===== src/common/irr_pkg.sv =====
// constants, register map and state type of the infrared remote receiver
package irr_pkg;
  // ----------------------------------------------------------------
  // register bus and map
  // ----------------------------------------------------------------
  localparam int ADDR_W = 8;
  localparam int DATA_W = 32;
  localparam logic [7:0] OFF_CTL = 8'h80;
  localparam logic [7:0] OFF_STAT = 8'h81;
  localparam logic [7:0] OFF_CC = 8'h82;
  localparam logic [7:0] OFF_KDC = 8'h83;
  localparam logic [7:0] OFF_WK = 8'h84;
  localparam logic [7:0] OFF_RCC = 8'h85;
  localparam logic [7:0] OFF_FLT = 8'h86;
  localparam logic [15:0] REG_RST = 16'h0000;
  localparam logic [3:0] NIB_RST = 4'h0;
  // ----------------------------------------------------------------
  // field positions
  // ----------------------------------------------------------------
  localparam int CTL_EN = 3;
  localparam int CTL_IE = 2;
  localparam int ST_CUST = 6;
  localparam int ST_KEY = 5;
  localparam int ST_REP = 4;
  localparam int ST_IRQ = 2;
  localparam int ST_ERR = 0;
  localparam int FLT_EN = 3;
  localparam int FLT_W_W = 3;
  // ----------------------------------------------------------------
  // protocol select codes and code masks
  // ----------------------------------------------------------------
  localparam logic [1:0] PS_9012 = 2'h0;
  localparam logic [1:0] PS_NEC = 2'h1;
  localparam logic [1:0] PS_RC5 = 2'h2;
  localparam logic [1:0] PS_RC6 = 2'h3;
  localparam logic [15:0] MSK_RC5_CUST = 16'h001f;
  localparam logic [15:0] MSK_RC5_KEY = 16'h003f;
  localparam logic [15:0] MSK_RC6 = 16'h00ff;
  localparam logic [15:0] MSK_PD = 16'hffff;
  // ----------------------------------------------------------------
  // timing: low-speed clock period and protocol units, in ns and in ticks
  // ----------------------------------------------------------------
  localparam int LS_PERIOD_NS = 30517;
  localparam int TM_NS = 560000;
  localparam int RC5_HALF_NS = 844000;
  localparam int RC6_T_NS = 444000;
  localparam int TM_TK = TM_NS / LS_PERIOD_NS;
  localparam int RC5_TK = RC5_HALF_NS / LS_PERIOD_NS;
  localparam int RC6_TK = RC6_T_NS / LS_PERIOD_NS;
  // segment lengths counted in protocol units
  localparam int LEAD_9012_U = 8;
  localparam int LEAD_NEC_U = 16;
  localparam int GAP_U = 8;
  localparam int NEC_REP_GAP_U = 4;
  localparam int ONE_SPACE_U = 3;
  localparam int RC6_LEAD_U = 6;
  localparam int RC6_GAP_U = 2;
  localparam int PD_BITS = 32;
  localparam int RC5_UNITS = 27;
  localparam int RC6_UNITS = 44;
  localparam int PD_TO_U = 12;
  localparam int MAN_TO_U = 6;
  // ----------------------------------------------------------------
  // decoder states
  // ----------------------------------------------------------------
  typedef enum logic [2:0] {
    S_IDLE, S_LEAD, S_LGAP, S_BODY, S_SKIP
  } irr_state_t;
endpackage


===== src/core/irr_core.sv =====
// infrared remote receiver: filter, four-protocol decoder, registers
`timescale 1ns/1ps
`default_nettype none
// Notes on behaviour
// RQ1: two-bit field picks 9012, NEC, RC5, RC6
// RQ2: customer mismatch flag, write-1 or auto clear
// RQ3: key mismatch flag, write-1 or auto clear
// RQ4: repeat flag cleared only by write-1
// RQ5: irq pending cleared only by write-1
// RQ6: interrupt only when all codes correct; a wake on a differing key also raises it, even with bad codes
// RQ7: no interrupt for repeats after bad frame
// RQ8: protocol error flag, write-1 or good-frame clear
// RQ9: customer compare width depends on protocol
// RQ10: key data layout depends on protocol
// RQ11: key register skips repeat codes
// RQ12: wake request and interrupt on key differing
// RQ13: wake key width depends on protocol
// RQ14: last customer code readable, per-mode layout
// RQ15: filter enable suppresses narrow pulses
// RQ16: filter width in low-speed clock cycles
// RQ17: 9012 frame: 8-unit leader, pulse distance
// RQ18: NEC frame: 16-unit leader, 8-unit space
// RQ19: RC5 frame: 14 Manchester bits, MSB first
// RQ20: RC6 mode 0 only, leader and trailer
// RQ21: receiver enable and interrupt enable gate
// RQ22: decoding paced by low-speed clock
module irr_core #(
  parameter int LEN_W = 9
) (
  input wire logic clk_in,
  input wire logic rst_n_in,
  input wire logic lsclk_in,
  input wire logic ir_rx_n_in,
  input wire logic [7:0] addr_in,
  input wire logic [31:0] wr_data_in,
  input wire logic wr_in,
  input wire logic rd_in,
  output logic [31:0] rd_data_out,
  output logic irq_out,
  output logic wake_req_out
);
  // segment counter must hold the longest leader and the timeout
  if (LEN_W < 9 || LEN_W > 16) begin : g_bad_len
    $error("LEN_W must lie between 9 and 16");
  end

  // rounds a segment length to whole protocol units
  function automatic logic [4:0] seg_units(input logic [LEN_W-1:0] len,
                                           input logic [LEN_W-1:0] unit);
    logic [4:0] n;
    n = 5'h00;
    for (int k = 1; k < 32; k++) begin
      if (18'({len, 1'b0}) >= 18'(2 * k - 1) * 18'(unit)) begin
        n = 5'(k);
      end
    end
    return n;
  endfunction

  // one-cycle write decode
  function automatic logic wr_at(input logic [7:0] off);
    return wr_in && (addr_in == off);
  endfunction

  // ----------------------------------------------------------------
  // decoder state
  // ----------------------------------------------------------------
  irr_pkg::irr_state_t st_q, st_d;
  logic ls_q, ls_d;
  logic raw_q, raw_d;
  logic filt_q, filt_d;
  logic [2:0] fcnt_q, fcnt_d;
  logic [LEN_W-1:0] len_q, len_d;
  logic [47:0] sr_q, sr_d;
  logic [5:0] cnt_q, cnt_d;
  logic rep_q, rep_d;
  logic tick, seg, eof, perr, pd, bit_v, ok;
  logic [4:0] u;
  logic [LEN_W-1:0] unit, to_len;
  logic [3:0] ctl_q, ctl_d;
  logic [3:0] flt_q, flt_d;
  logic [1:0] ps;

  assign ps = ctl_q[1:0];
  assign pd = (ps == irr_pkg::PS_9012) || (ps == irr_pkg::PS_NEC);

  // next values of filter, segment timer and frame collector
  always_comb begin
    ls_d = lsclk_in;
    raw_d = ~ir_rx_n_in;
    tick = lsclk_in & ~ls_q;                             // [RQ22]
    st_d = st_q;
    filt_d = filt_q;
    fcnt_d = fcnt_q;
    len_d = len_q;
    sr_d = sr_q;
    cnt_d = cnt_q;
    rep_d = rep_q;
    seg = 1'b0;
    eof = 1'b0;
    perr = 1'b0;
    bit_v = 1'b0;
    ok = 1'b0;
    // protocol unit selects the timing grid of the decoder
    case (ps)                                            // [RQ1]
      irr_pkg::PS_RC5: unit = LEN_W'(irr_pkg::RC5_TK);
      irr_pkg::PS_RC6: unit = LEN_W'(irr_pkg::RC6_TK);
      default: unit = LEN_W'(irr_pkg::TM_TK);
    endcase
    to_len = pd ? LEN_W'(irr_pkg::TM_TK * irr_pkg::PD_TO_U)
                : LEN_W'(32'(unit) * irr_pkg::MAN_TO_U);
    u = seg_units(len_q, unit);
    if (tick) begin
      // a level must persist past the width before it is believed
      if (!flt_q[irr_pkg::FLT_EN] || raw_q == filt_q) begin // [RQ15]
        filt_d = raw_q;
        fcnt_d = 3'h0;
      end else if (fcnt_q >= flt_q[2:0]) begin           // [RQ16]
        filt_d = raw_q;
        fcnt_d = 3'h0;
      end else begin
        fcnt_d = fcnt_q + 3'h1;
      end
      if (filt_d != filt_q) begin
        seg = 1'b1;
        len_d = LEN_W'(1);
      end else if (len_q != '1) begin
        len_d = len_q + LEN_W'(1);
      end
    end
    if (!ctl_q[irr_pkg::CTL_EN]) begin                   // [RQ21]
      st_d = irr_pkg::S_IDLE;
    end else if (seg) begin
      case (st_q)
        irr_pkg::S_IDLE: begin
          // a space ended, so a mark starts a frame
          if (!filt_q) begin
            sr_d = 48'h0;
            cnt_d = 6'h0;
            st_d = (ps == irr_pkg::PS_RC5) ? irr_pkg::S_BODY
                                           : irr_pkg::S_LEAD;
          end
        end
        irr_pkg::S_LEAD: begin
          case (ps)
            irr_pkg::PS_9012: ok = (u >= 5'(irr_pkg::LEAD_9012_U - 1)) &&
                                   (u <= 5'(irr_pkg::LEAD_9012_U + 1));
            irr_pkg::PS_NEC: ok = (u >= 5'(irr_pkg::LEAD_NEC_U - 1)) &&
                                  (u <= 5'(irr_pkg::LEAD_NEC_U + 1));
            default: ok = (u == 5'(irr_pkg::RC6_LEAD_U));  // [RQ20]
          endcase
          st_d = ok ? irr_pkg::S_LGAP : irr_pkg::S_SKIP; // [RQ17] [RQ18]
          perr = ~ok;
        end
        irr_pkg::S_LGAP: begin
          rep_d = 1'b0;
          st_d = irr_pkg::S_BODY;
          if (pd && u == 5'(irr_pkg::GAP_U)) begin
            ok = 1'b1;
          end else if (ps == irr_pkg::PS_NEC &&
                       u == 5'(irr_pkg::NEC_REP_GAP_U)) begin
            rep_d = 1'b1;                                // [RQ18]
          end else if (ps == irr_pkg::PS_RC6 &&
                       u == 5'(irr_pkg::RC6_GAP_U)) begin
            ok = 1'b1;
          end else begin
            perr = 1'b1;
            st_d = irr_pkg::S_SKIP;
          end
        end
        irr_pkg::S_BODY: begin
          if (pd) begin
            // pulse distance: one-unit marks, space length is the bit
            bit_v = (u == 5'(irr_pkg::ONE_SPACE_U));     // [RQ17]
            if (filt_q) begin
              ok = (u == 5'h01);
            end else begin
              ok = (u == 5'h01 || bit_v) && !rep_q &&
                   (cnt_q < 6'(irr_pkg::PD_BITS));
              sr_d[31:0] = {bit_v, sr_q[31:1]};
              cnt_d = cnt_q + 6'h01;
            end
          end else begin
            // manchester: push one sample per half-bit unit
            ok = (u != 5'h00) &&
                 (u <= ((ps == irr_pkg::PS_RC5) ? 5'h02 : 5'h03)) &&
                 (7'(cnt_q) + 7'(u) <= ((ps == irr_pkg::PS_RC5) ?
                  7'(irr_pkg::RC5_UNITS) : 7'(irr_pkg::RC6_UNITS)));
            for (int k = 0; k < 3; k++) begin
              if (5'(k) < u) begin
                sr_d = {sr_d[46:0], filt_q};             // [RQ19]
              end
            end
            cnt_d = cnt_q + 6'(u);
          end
          if (!ok) begin
            perr = 1'b1;
            st_d = irr_pkg::S_SKIP;
          end
        end
        default: st_d = st_q;
      endcase
    end else if (tick && !filt_q && len_q == to_len &&
                 st_q != irr_pkg::S_IDLE) begin
      // a long space closes the frame; a broken frame is dropped
      eof = (st_q == irr_pkg::S_BODY);
      perr = (st_q == irr_pkg::S_LEAD) || (st_q == irr_pkg::S_LGAP);
      st_d = irr_pkg::S_IDLE;
    end
  end

  // decoder registers
  always_ff @(posedge clk_in) begin
    if (!rst_n_in) begin
      st_q <= irr_pkg::S_IDLE;
      ls_q <= 1'b0;
      raw_q <= 1'b0;
      filt_q <= 1'b0;
      fcnt_q <= 3'h0;
      len_q <= '0;
      sr_q <= 48'h0;
      cnt_q <= 6'h0;
      rep_q <= 1'b0;
    end else begin
      st_q <= st_d;
      ls_q <= ls_d;
      raw_q <= raw_d;
      filt_q <= filt_d;
      fcnt_q <= fcnt_d;
      len_q <= len_d;
      sr_q <= sr_d;
      cnt_q <= cnt_d;
      rep_q <= rep_d;
    end
  end

  // ----------------------------------------------------------------
  // frame evaluation
  // ----------------------------------------------------------------
  logic [47:0] f;
  logic fr_ok, fr_rep, tgl, cust_ok, key_ok, len_ok;
  logic [15:0] cu, ky, cmsk, kmsk;
  logic tgl_q, tgl_d, have_q, have_d;
  logic [15:0] cc_q, cc_d, wk_q, wk_d;

  // trailing spaces never make an edge, so they are padded here
  always_comb begin
    f = sr_q << (((ps == irr_pkg::PS_RC5) ? 6'(irr_pkg::RC5_UNITS)
                  : 6'(irr_pkg::RC6_UNITS)) - cnt_q);
    len_ok = (ps == irr_pkg::PS_RC5) ?
             (cnt_q + 6'h01 >= 6'(irr_pkg::RC5_UNITS)) :
             (cnt_q + 6'h01 >= 6'(irr_pkg::RC6_UNITS));
    cu = 16'h0000;
    ky = 16'h0000;
    tgl = 1'b0;
    key_ok = 1'b1;
    fr_rep = 1'b0;
    case (ps)
      irr_pkg::PS_RC5: begin
        fr_ok = len_ok;
        for (int j = 1; j < 14; j++) begin
          if (f[27-2*j] == f[26-2*j]) fr_ok = 1'b0;
        end
        tgl = f[22];
        for (int i = 0; i < 5; i++) cu[4-i] = f[20-2*i];
        for (int i = 0; i < 6; i++) ky[5-i] = f[10-2*i];
        cmsk = irr_pkg::MSK_RC5_CUST;
        kmsk = irr_pkg::MSK_RC5_KEY;
      end
      irr_pkg::PS_RC6: begin
        // start 1, mode bits 000, double-width trailer
        fr_ok = len_ok && f[43] && !f[42];               // [RQ20]
        for (int j = 1; j < 4; j++) begin
          if (f[43-2*j] || !f[42-2*j]) fr_ok = 1'b0;
        end
        if (f[35] != f[34] || f[33] != f[32] || f[35] == f[33]) begin
          fr_ok = 1'b0;
        end
        for (int i = 0; i < 16; i++) begin
          if (f[31-2*i] == f[30-2*i]) fr_ok = 1'b0;
        end
        tgl = f[35];
        for (int i = 0; i < 8; i++) begin
          cu[7-i] = f[31-2*i];
          ky[7-i] = f[15-2*i];
        end
        cmsk = irr_pkg::MSK_RC6;
        kmsk = irr_pkg::MSK_RC6;
      end
      default: begin
        fr_rep = (cnt_q != 6'(irr_pkg::PD_BITS));
        fr_ok = (cnt_q == 6'(irr_pkg::PD_BITS) && !rep_q) ||
                (ps == irr_pkg::PS_9012 && cnt_q == 6'h01 && sr_q[31]) ||
                (ps == irr_pkg::PS_NEC && rep_q && cnt_q == 6'h00);
        cu = sr_q[15:0];
        ky = sr_q[31:16];
        key_ok = (ky[15:8] == ~ky[7:0]);                 // [RQ3]
        cmsk = irr_pkg::MSK_PD;
        kmsk = irr_pkg::MSK_PD;
      end
    endcase
    // unchanged toggle after any decoded data frame marks a held key
    if (!pd) fr_rep = have_q && (tgl == tgl_q);
    cust_ok = ((cu ^ cc_q) & cmsk) == 16'h0000;          // [RQ9]
  end

  // ----------------------------------------------------------------
  // register file and status
  // ----------------------------------------------------------------
  logic cm_q, cm_d, km_q, km_d, rp_q, rp_d, ip_q, ip_d, pe_q, pe_d;
  logic lg_q, lg_d, wake_q, wake_d;
  logic [15:0] kdc_q, kdc_d, rcc_q, rcc_d, w1c, st_word;
  logic [31:0] rdat_q, rdat_d;
  logic ev_data, ev_rep, bad, good, wake;

  // hardware sets win over software write-1 clears
  always_comb begin
    ctl_d = wr_at(irr_pkg::OFF_CTL) ? wr_data_in[3:0] : ctl_q;
    flt_d = wr_at(irr_pkg::OFF_FLT) ? wr_data_in[3:0] : flt_q;
    cc_d = wr_at(irr_pkg::OFF_CC) ? wr_data_in[15:0] : cc_q;
    wk_d = wr_at(irr_pkg::OFF_WK) ? wr_data_in[15:0] : wk_q;
    w1c = wr_at(irr_pkg::OFF_STAT) ? wr_data_in[15:0] : 16'h0000;
    ev_data = eof & fr_ok & ~fr_rep;
    ev_rep = eof & fr_ok & fr_rep;
    bad = perr | (eof & ~fr_ok);
    good = ev_data & cust_ok & key_ok;                   // [RQ6]
    wake = ev_data && ((ky ^ wk_q) & kmsk) != 16'h0000;  // [RQ12] [RQ13]
    cm_d = (cm_q & ~w1c[irr_pkg::ST_CUST] & ~(ev_data & cust_ok)) |
           (ev_data & ~cust_ok);                         // [RQ2]
    km_d = (km_q & ~w1c[irr_pkg::ST_KEY] & ~(ev_data & key_ok)) |
           (ev_data & ~key_ok);                          // [RQ3]
    rp_d = (rp_q & ~w1c[irr_pkg::ST_REP]) | ev_rep;      // [RQ4]
    ip_d = (ip_q & ~w1c[irr_pkg::ST_IRQ]) | good |
           (ev_rep & lg_q) | wake;                       // [RQ5] [RQ7]
    pe_d = (pe_q & ~w1c[irr_pkg::ST_ERR] & ~good) | bad; // [RQ8]
    lg_d = ev_data ? good : (bad ? 1'b0 : lg_q);
    tgl_d = ev_data ? tgl : tgl_q;
    have_d = ev_data ? 1'b1 : (ctl_q[irr_pkg::CTL_EN] ? have_q : 1'b0);
    // repeats leave the key and customer registers alone
    kdc_d = wr_at(irr_pkg::OFF_KDC) ? wr_data_in[15:0] : kdc_q;
    if (ev_data) kdc_d = ky & kmsk;                      // [RQ10] [RQ11]
    rcc_d = ev_data ? (cu & cmsk) : rcc_q;               // [RQ14]
    wake_d = wake;
    st_word = 16'h0000;
    st_word[irr_pkg::ST_CUST] = cm_q;
    st_word[irr_pkg::ST_KEY] = km_q;
    st_word[irr_pkg::ST_REP] = rp_q;
    st_word[irr_pkg::ST_IRQ] = ip_q;
    st_word[irr_pkg::ST_ERR] = pe_q;
    rdat_d = 32'h0000_0000;
    if (rd_in) begin
      case (addr_in)
        irr_pkg::OFF_CTL: rdat_d = {28'h0, ctl_q};
        irr_pkg::OFF_STAT: rdat_d = {16'h0, st_word};
        irr_pkg::OFF_CC: rdat_d = {16'h0, cc_q};
        irr_pkg::OFF_KDC: rdat_d = {16'h0, kdc_q};
        irr_pkg::OFF_WK: rdat_d = {16'h0, wk_q};
        irr_pkg::OFF_RCC: rdat_d = {16'h0, rcc_q};
        irr_pkg::OFF_FLT: rdat_d = {28'h0, flt_q};
        default: rdat_d = 32'h0000_0000;
      endcase
    end
  end

  // register file flops
  always_ff @(posedge clk_in) begin
    if (!rst_n_in) begin
      ctl_q <= irr_pkg::NIB_RST;
      flt_q <= irr_pkg::NIB_RST;
      cc_q <= irr_pkg::REG_RST;
      wk_q <= irr_pkg::REG_RST;
      kdc_q <= irr_pkg::REG_RST;
      rcc_q <= irr_pkg::REG_RST;
      cm_q <= 1'b0;
      km_q <= 1'b0;
      rp_q <= 1'b0;
      ip_q <= 1'b0;
      pe_q <= 1'b0;
      lg_q <= 1'b0;
      tgl_q <= 1'b0;
      have_q <= 1'b0;
      wake_q <= 1'b0;
      rdat_q <= 32'h0000_0000;
    end else begin
      ctl_q <= ctl_d;
      flt_q <= flt_d;
      cc_q <= cc_d;
      wk_q <= wk_d;
      kdc_q <= kdc_d;
      rcc_q <= rcc_d;
      cm_q <= cm_d;
      km_q <= km_d;
      rp_q <= rp_d;
      ip_q <= ip_d;
      pe_q <= pe_d;
      lg_q <= lg_d;
      tgl_q <= tgl_d;
      have_q <= have_d;
      wake_q <= wake_d;
      rdat_q <= rdat_d;
    end
  end

  // status keeps recording while the interrupt line is gated off
  assign irq_out = ip_q & ctl_q[irr_pkg::CTL_IE];        // [RQ21]
  assign wake_req_out = wake_q;
  assign rd_data_out = rdat_q;
endmodule
`default_nettype wire


===== config.mk =====
export PLATFORM = sky130hd
export DESIGN_NAME = irr_core
export DESIGN_NICKNAME = d
export VERILOG_FILES = /design/src/common/irr_pkg.sv /design/src/core/irr_core.sv
export SDC_FILE = /design/constraint.sdc
export NUM_CORES = 1
export LEC_CHECK = 0
export BUFFER_PORTS_ARGS = -buffer_cell sky130_fd_sc_hd__buf_2
export CAP_MARGIN = 15
export CORE_MARGIN = 5
export CORE_UTILIZATION = 45
export CTS_CLUSTER_DIAMETER = 40
export DETAILED_ROUTE_END_ITERATION = 10
export GPL_ROUTABILITY_DRIVEN = 0
export GPL_TIMING_DRIVEN = 0
export PLACE_DENSITY = 0.72
export REMOVE_ABC_BUFFERS = 1
export SLEW_MARGIN = 20
export SYNTH_ARGS = -nofsm -noshare
export SYNTH_HDL_FRONTEND = slang
export SYNTH_SLANG_ARGS = --single-unit

===== constraint.sdc =====
create_clock -name clk_in -period 11.4 [get_ports clk_in]
set_input_delay 2.28 -clock clk_in [delete_from_list [all_inputs] [get_ports clk_in]]
set_output_delay 2.28 -clock clk_in [all_outputs]
set_load 0.1 [all_outputs]

After elaboration in Yosys (flattened, before gate mapping)
Index checks and enable logic that the tools add are counted.
{ "classes": {"n_mux": 144, "n_lt_le_gt_ge": 44, "n_addsub": 6, "multipliers": 31, "bitwise_logic": 50, "shift": 1, "n_eq_ne": 55, "n_div": 0, "n_reduce_logical": 66} }
{ "ops": {"columns": ["operator", "count"], "rows": [
  ["10-bit by 15-bit greater-or-equal comparator with 1-bit output", 15],
  ["6-bit by 9-bit multiplier with 15-bit output (first input constant)", 15],
  ["48-bit 2-to-1 mux", 4],
  ["5-bit 2-to-1 mux", 30],
  ["10-bit by 14-bit greater-or-equal comparator with 1-bit output", 8],
  ["5-bit by 9-bit multiplier with 14-bit output (first input constant)", 8],
  ["16-bit case mux with 7 select lines", 1],
  ["48-bit case mux with 2 select lines", 1],
  ["1-bit 2-to-1 mux", 68],
  ["16-bit AND", 4],
  ["32-bit 2-to-1 mux", 2],
  ["16-bit case mux with 2 select lines", 2],
  ["8-bit == test (second input constant)", 7],
  ["10-bit by 13-bit greater-or-equal comparator with 1-bit output", 4],
  ["4-bit by 9-bit multiplier with 13-bit output (first input constant)", 4],
  ["16-bit 2-to-1 mux", 3],
  ["48-bit by 6-bit left shift with 44-bit output", 1],
  ["16-bit XOR", 2],
  ["3-bit 2-to-1 mux", 10],
  ["6-bit 2-to-1 mux", 5],
  ["1-bit logical AND", 27],
  ["9-bit 2-to-1 mux", 3],
  ["10-bit by 12-bit greater-or-equal comparator with 1-bit output", 2],
  ["3-bit by 9-bit multiplier with 12-bit output (first input constant)", 2],
  ["73 further kinds", 169]
]} }
{ "word_totals": {"inputBits": 46, "mem_bits_rw": 0, "rom_bits": 0, "n_memories": 0, "reg_bits": 186, "latch_bits": 0, "out_inout_bits": 34, "word_cells": 424} }

Longest topological paths before layout
{ "depth": {"word_depth": 50, "ltp_mapped": 39, "ltp_nobuf": 32} }

Least setup slack after synthesis
Ideal clock, no wire load.
{ "synth_timing": {"path_type": "register -> register", "startpoint": "register ctl_q[0]", "endpoint": "register pe_q", "t_required_ps": 11280, "period_less_slack_ps": 7929, "path_buffers": 6, "arrival_ps": 7809, "path_slack_ps": 3471, "path_stages_with_launch": 34, "setup_ps": 120, "cell_sequence": "dfxtp_1 buf_2 nor2b_1 buf_4 clkbuf_1 buf_2 inv_1 ha_1 clkbuf_1 inv_1 ha_1 clkbuf_1 nor2_1 a221o_1 a31o_1 a311o_1 or3_1 or3_4 a21boi_4 nand2_4 ha_1 a21o_1 a21oi_1 o21bai_1 a21oi_1 xnor2_1 ha_1 a21oi_1 o221a_2 nand4_1 o31ai_1 o21bai_1 nor4_2 o31a_1"} }
{ "synth_between": {"elab_chain_len": 49, "elab_cells_between_ends": 249, "cone_classes": "add/sub: 2; mul: 31; order compare: 37; eq/ne: 30; shift: 1; mux: 99; bitwise: 14; reduce/logical: 35"} }
{ "synth_rtl": {"columns": ["element", "line_no", "rtl"], "rows": [
  ["start: declaration", "irr_core.sv:80", "logic [3:0] ctl_q, ctl_d;"],
  ["start signal: assignment", "irr_core.sv:368", "ctl_q <= irr_pkg::NIB_RST;"],
  ["start signal: assignment", "irr_core.sv:385", "ctl_q <= ctl_d;"],
  ["branches (longest 48 deep; another with 2-bit by 9-bit multiplier with 11-bit output)", null, null],
  ["1-bit OR *", "irr_core.sv:335", "pe_d = (pe_q & ~w1c[irr_pkg::ST_ERR] & ~good) | bad;"],
  ["end signal: assignment", "irr_core.sv:395", "pe_q <= pe_d;"],
  ["end: declaration", "irr_core.sv:310", "logic cm_q, cm_d, km_q, km_d, rp_q, rp_d, ip_q, ip_d, pe_q, pe_d;"]
]} }
Every way passes the cells marked *. The select of a mux whose other input is x is not followed.
A chain may end at the register's enable or synchronous reset.

Worst setup path after layout
{ "layout_timing": {"startpoint": "register ctl_q[1]", "endpoint": "register pe_q"} }
Same word-level chain as after synthesis.

==> out/metrics.yaml <==
outcome: "finished, final reports clean"
critical_path_class: "reg -> reg"
worstPathMaxFanout: 33
final_number_of_setup_violating_endpoints: 0
route.final.wire_length_um: 61800
post-cts-setup-buffers: 0
hold_path_class: "reg -> reg"
synthFlopType: "sky130_fd_sc_hd__dfxtp_1"
first_global_vias: 17500
drive_above_1_share_pct: 9.70
critPathCaptureType: "flop"
yosysSeqAreaShare_pct: 19.2
synth_area_mm2: 0.0173
yosysWarningCount: 0
place.port_buffers: 47
cts_tree: "built"
crit_top_cell: "sky130_fd_sc_hd__ha_1"
detailed_route_via_count: 18700
detail_placement_hpwl_um: 44100
clock_pin_slew_of_the_registers_on_the_worst_case_setup_and_hold_paths_ps: 70
netlist_top_cells_area: "sky130_fd_sc_hd__dfxtp_1 19%, sky130_fd_sc_hd__ha_1 9.5%, sky130_fd_sc_hd__a21oi_1 5.9%"
dp.cells: 2685
post-synth-top-area-cell: "sky130_fd_sc_hd__dfxtp_1"
synth_edf_count: 0
core_area_mm2: 0.0378
fin_nets: 2373
finish.utilization_pct: 48.7
netlist_instances: 2290
grt_max_degree: 75
global_route.usage.total_pct: 28.1
tritoncts_num_sinks: 166
finalHoldViolations: 0
initial_utilization_pct: 45.8
post-route-period-util_pct: 89.9
async_reset_ff_share_pct: 0
die_h_um: 206
power.leakage_nw: 7.11
critical_path.slowest_cell: "sky130_fd_sc_hd__ha_1"
grtUsageMet1_pct: 37.9
cts_root_buf: "sky130_fd_sc_hd__clkbuf_16"
synth_area_per_cell_um2: 7.56
timing.final.ws_setup_ps: 1160
drc_errors: 0
wire_per_inst_um: 22.7
cts-buffers-inserted: 17
post-route-min-period_ps: 10240
setup_tns_ps: 0
grt_antenna_before_repair: 0
worst_vdd_rail_ir_drop_v: 0.0000767
avgViaCountPerCell: 6.87
die-area_mm2: 0.0425
insertion_delay_ps: 450
clockBufferDepth: 2
worst_ep_required_time_ps: 11740
cp_data_arrival_time_ps: 10580
global_route.peak_usage_layer: "met2"
seq_cells_post_synth: 166
drv_slew: 0
dp_slack_ps: 1460
floorplan.rows: 71
tightest_slew_ps: 1240
grt_use_met3_pct: 6.57
cts_hold_buffers: 0
post_cts_resized: 0
ant_nets: 0
layout.cells.non_filler: 2717
startpoint_type: "flop"
timing.slew.headroom_pct: 16.7
antenna_cells: 0
fin_hold_ws_ps: 458
library_cell_with_the_highest_instance_count_after_synthesis: "sky130_fd_sc_hd__nand2_1"
rsz0062_at_grt: "no"
synthDominantCellAreaShare_pct: 19.2
grt_remaining_overflow: 0
power-per-cell-area_mw_per_mm2: 67.6
ys_top_cells_by_count: "261 x sky130_fd_sc_hd__nand2_1, 205 x sky130_fd_sc_hd__a21oi_1, 166 x sky130_fd_sc_hd__dfxtp_1, 162 x sky130_fd_sc_hd__nor2_1, 143 x sky130_fd_sc_hd__clkbuf_1"
top_level_ports: 80
cap_viol_max_count: 0
flow.area_growth_from_synthesis_pct: 6.49
detail_route.iter0.violations: 2874
die_width_um: 206
critical-path-max-stage-delay_ps: 1140
grt_first_pass_wirelength_um: 96800
use_met2_pct: 42.8
detail_route.first_pass.iterations: 7
clock.fmax_mhz: 97.6
number_of_different_library_cells_in_the_post_synthesis_netlist: 103
final.setup_skew_ps: 13.0
ctsHtreeMaxLevel: 4
==> metrics by stage <==
stage	cell area [um^2]	total power, mW
2_1_floorplan	16500	0.646
6_report	18400	1.25
3_5_place_dp	17800	0.673
5_1_grt	18400	1.28
4_1_cts	18400	1.25
3_3_place_gp	17300	0.669
==> critical path: cells and delay by family, from the launching register on <==
kind | cells | cell delay, ps
adder cells (fa/ha/maj) | 5 | 2510
AND/OR/NAND/NOR | 7 | 2010
buffers and inverters | 3 | 1370
XOR/XNOR | 2 | 380
flip-flops | 1 | 840
AO/OA/AOI/OAI | 12 | 2930
==> area by class of cell <==
| type | count | area (um^2) |
|---|---|---|
| Clock inverter | 11 | 114 |
| Multi-Input combinational cell | 1869 | 13000 |
| Sequential cell | 166 | 3330 |
| Fill cell | 3657 | 19400 |
| Tap cell | 511 | 639 |
| Inverter | 70 | 267 |
| Clock buffer | 21 | 470 |
| Timing Repair Buffer | 69 | 591 |
==> metal layers <==
| metal | vias up | routed length, um |
|---|---|---|
| li1 | 8331 | - |
| met1 | 8758 | 24500 |
| met2 | 1335 | 26900 |
| met3 | 243 | 7650 |
| met4 | 0 | 2820 |
| met5 | - | 0 |
==> registers in the layout (all words and copies together), names as in the netlist, 3 cells and up <==
signal       flops
cc_q            16
rd_data_out     16
sr_q            44
rcc_q           16
cnt_q            6
flt_q            4
fcnt_q           3
st_q             3
ctl_q            4
kdc_q           16
wk_q            16
len_q            9
==> layout by cell type, fill, tap and decap left out, types with 22 or more instances in the layout <==
cell	count
sky130_fd_sc_hd__nor2_1	160
sky130_fd_sc_hd__nand3_1	80
sky130_fd_sc_hd__xnor2_1	31
sky130_fd_sc_hd__a211oi_1	66
sky130_fd_sc_hd__nor2b_1	29
sky130_fd_sc_hd__inv_1	65
sky130_fd_sc_hd__dfxtp_1	162
sky130_fd_sc_hd__mux2i_1	70
sky130_fd_sc_hd__or3_1	22
sky130_fd_sc_hd__mux4_2	33
sky130_fd_sc_hd__xor2_1	38
sky130_fd_sc_hd__nand2b_1	31
sky130_fd_sc_hd__a21oi_1	204
sky130_fd_sc_hd__a31oi_1	25
sky130_fd_sc_hd__a21o_1	22
sky130_fd_sc_hd__o21ai_0	134
sky130_fd_sc_hd__and3_1	22
sky130_fd_sc_hd__nor3_1	35
sky130_fd_sc_hd__nand2_1	261
sky130_fd_sc_hd__nand4_1	24
sky130_fd_sc_hd__a22oi_1	49
sky130_fd_sc_hd__buf_2	51
sky130_fd_sc_hd__ha_1	130
sky130_fd_sc_hd__o22ai_1	25
==> final timing paths <==
kind	startpoint	endpoint	slack (ps)	cells past startpoint
min reg2reg	rcc_q[0]$_SDFFE_PN0P_	rcc_q[0]$_SDFFE_PN0P_	460	2
max reg2reg	ctl_q[1]$_SDFFE_PN0P_	pe_q$_SDFF_PN0_	1160	29
max	ctl_q[1]$_SDFFE_PN0P_	pe_q$_SDFF_PN0_	1160	29
min	rcc_q[0]$_SDFFE_PN0P_	rcc_q[0]$_SDFFE_PN0P_	460	2
==> power by group <==
part           switching [mW]  total (mW)  internal [mW]
Clock                   0.262       0.584          0.322
Sequential            0.00301       0.584          0.581
Combinational          0.0620      0.0788         0.0168
==> logic make-up after synthesis <==
group / share of synthesized area (%)
AOI/OAI and AO/OA: 28.6
buffers and inverters: 6.84
muxes: 9.79
DFF: 19.2
adders and majority gates: 9.77
other: 0.0217
and+or+nand+nor: 22.0
xor gates and xnor gates: 3.72
No activity file was read; power rests on OpenSTA's default activity.
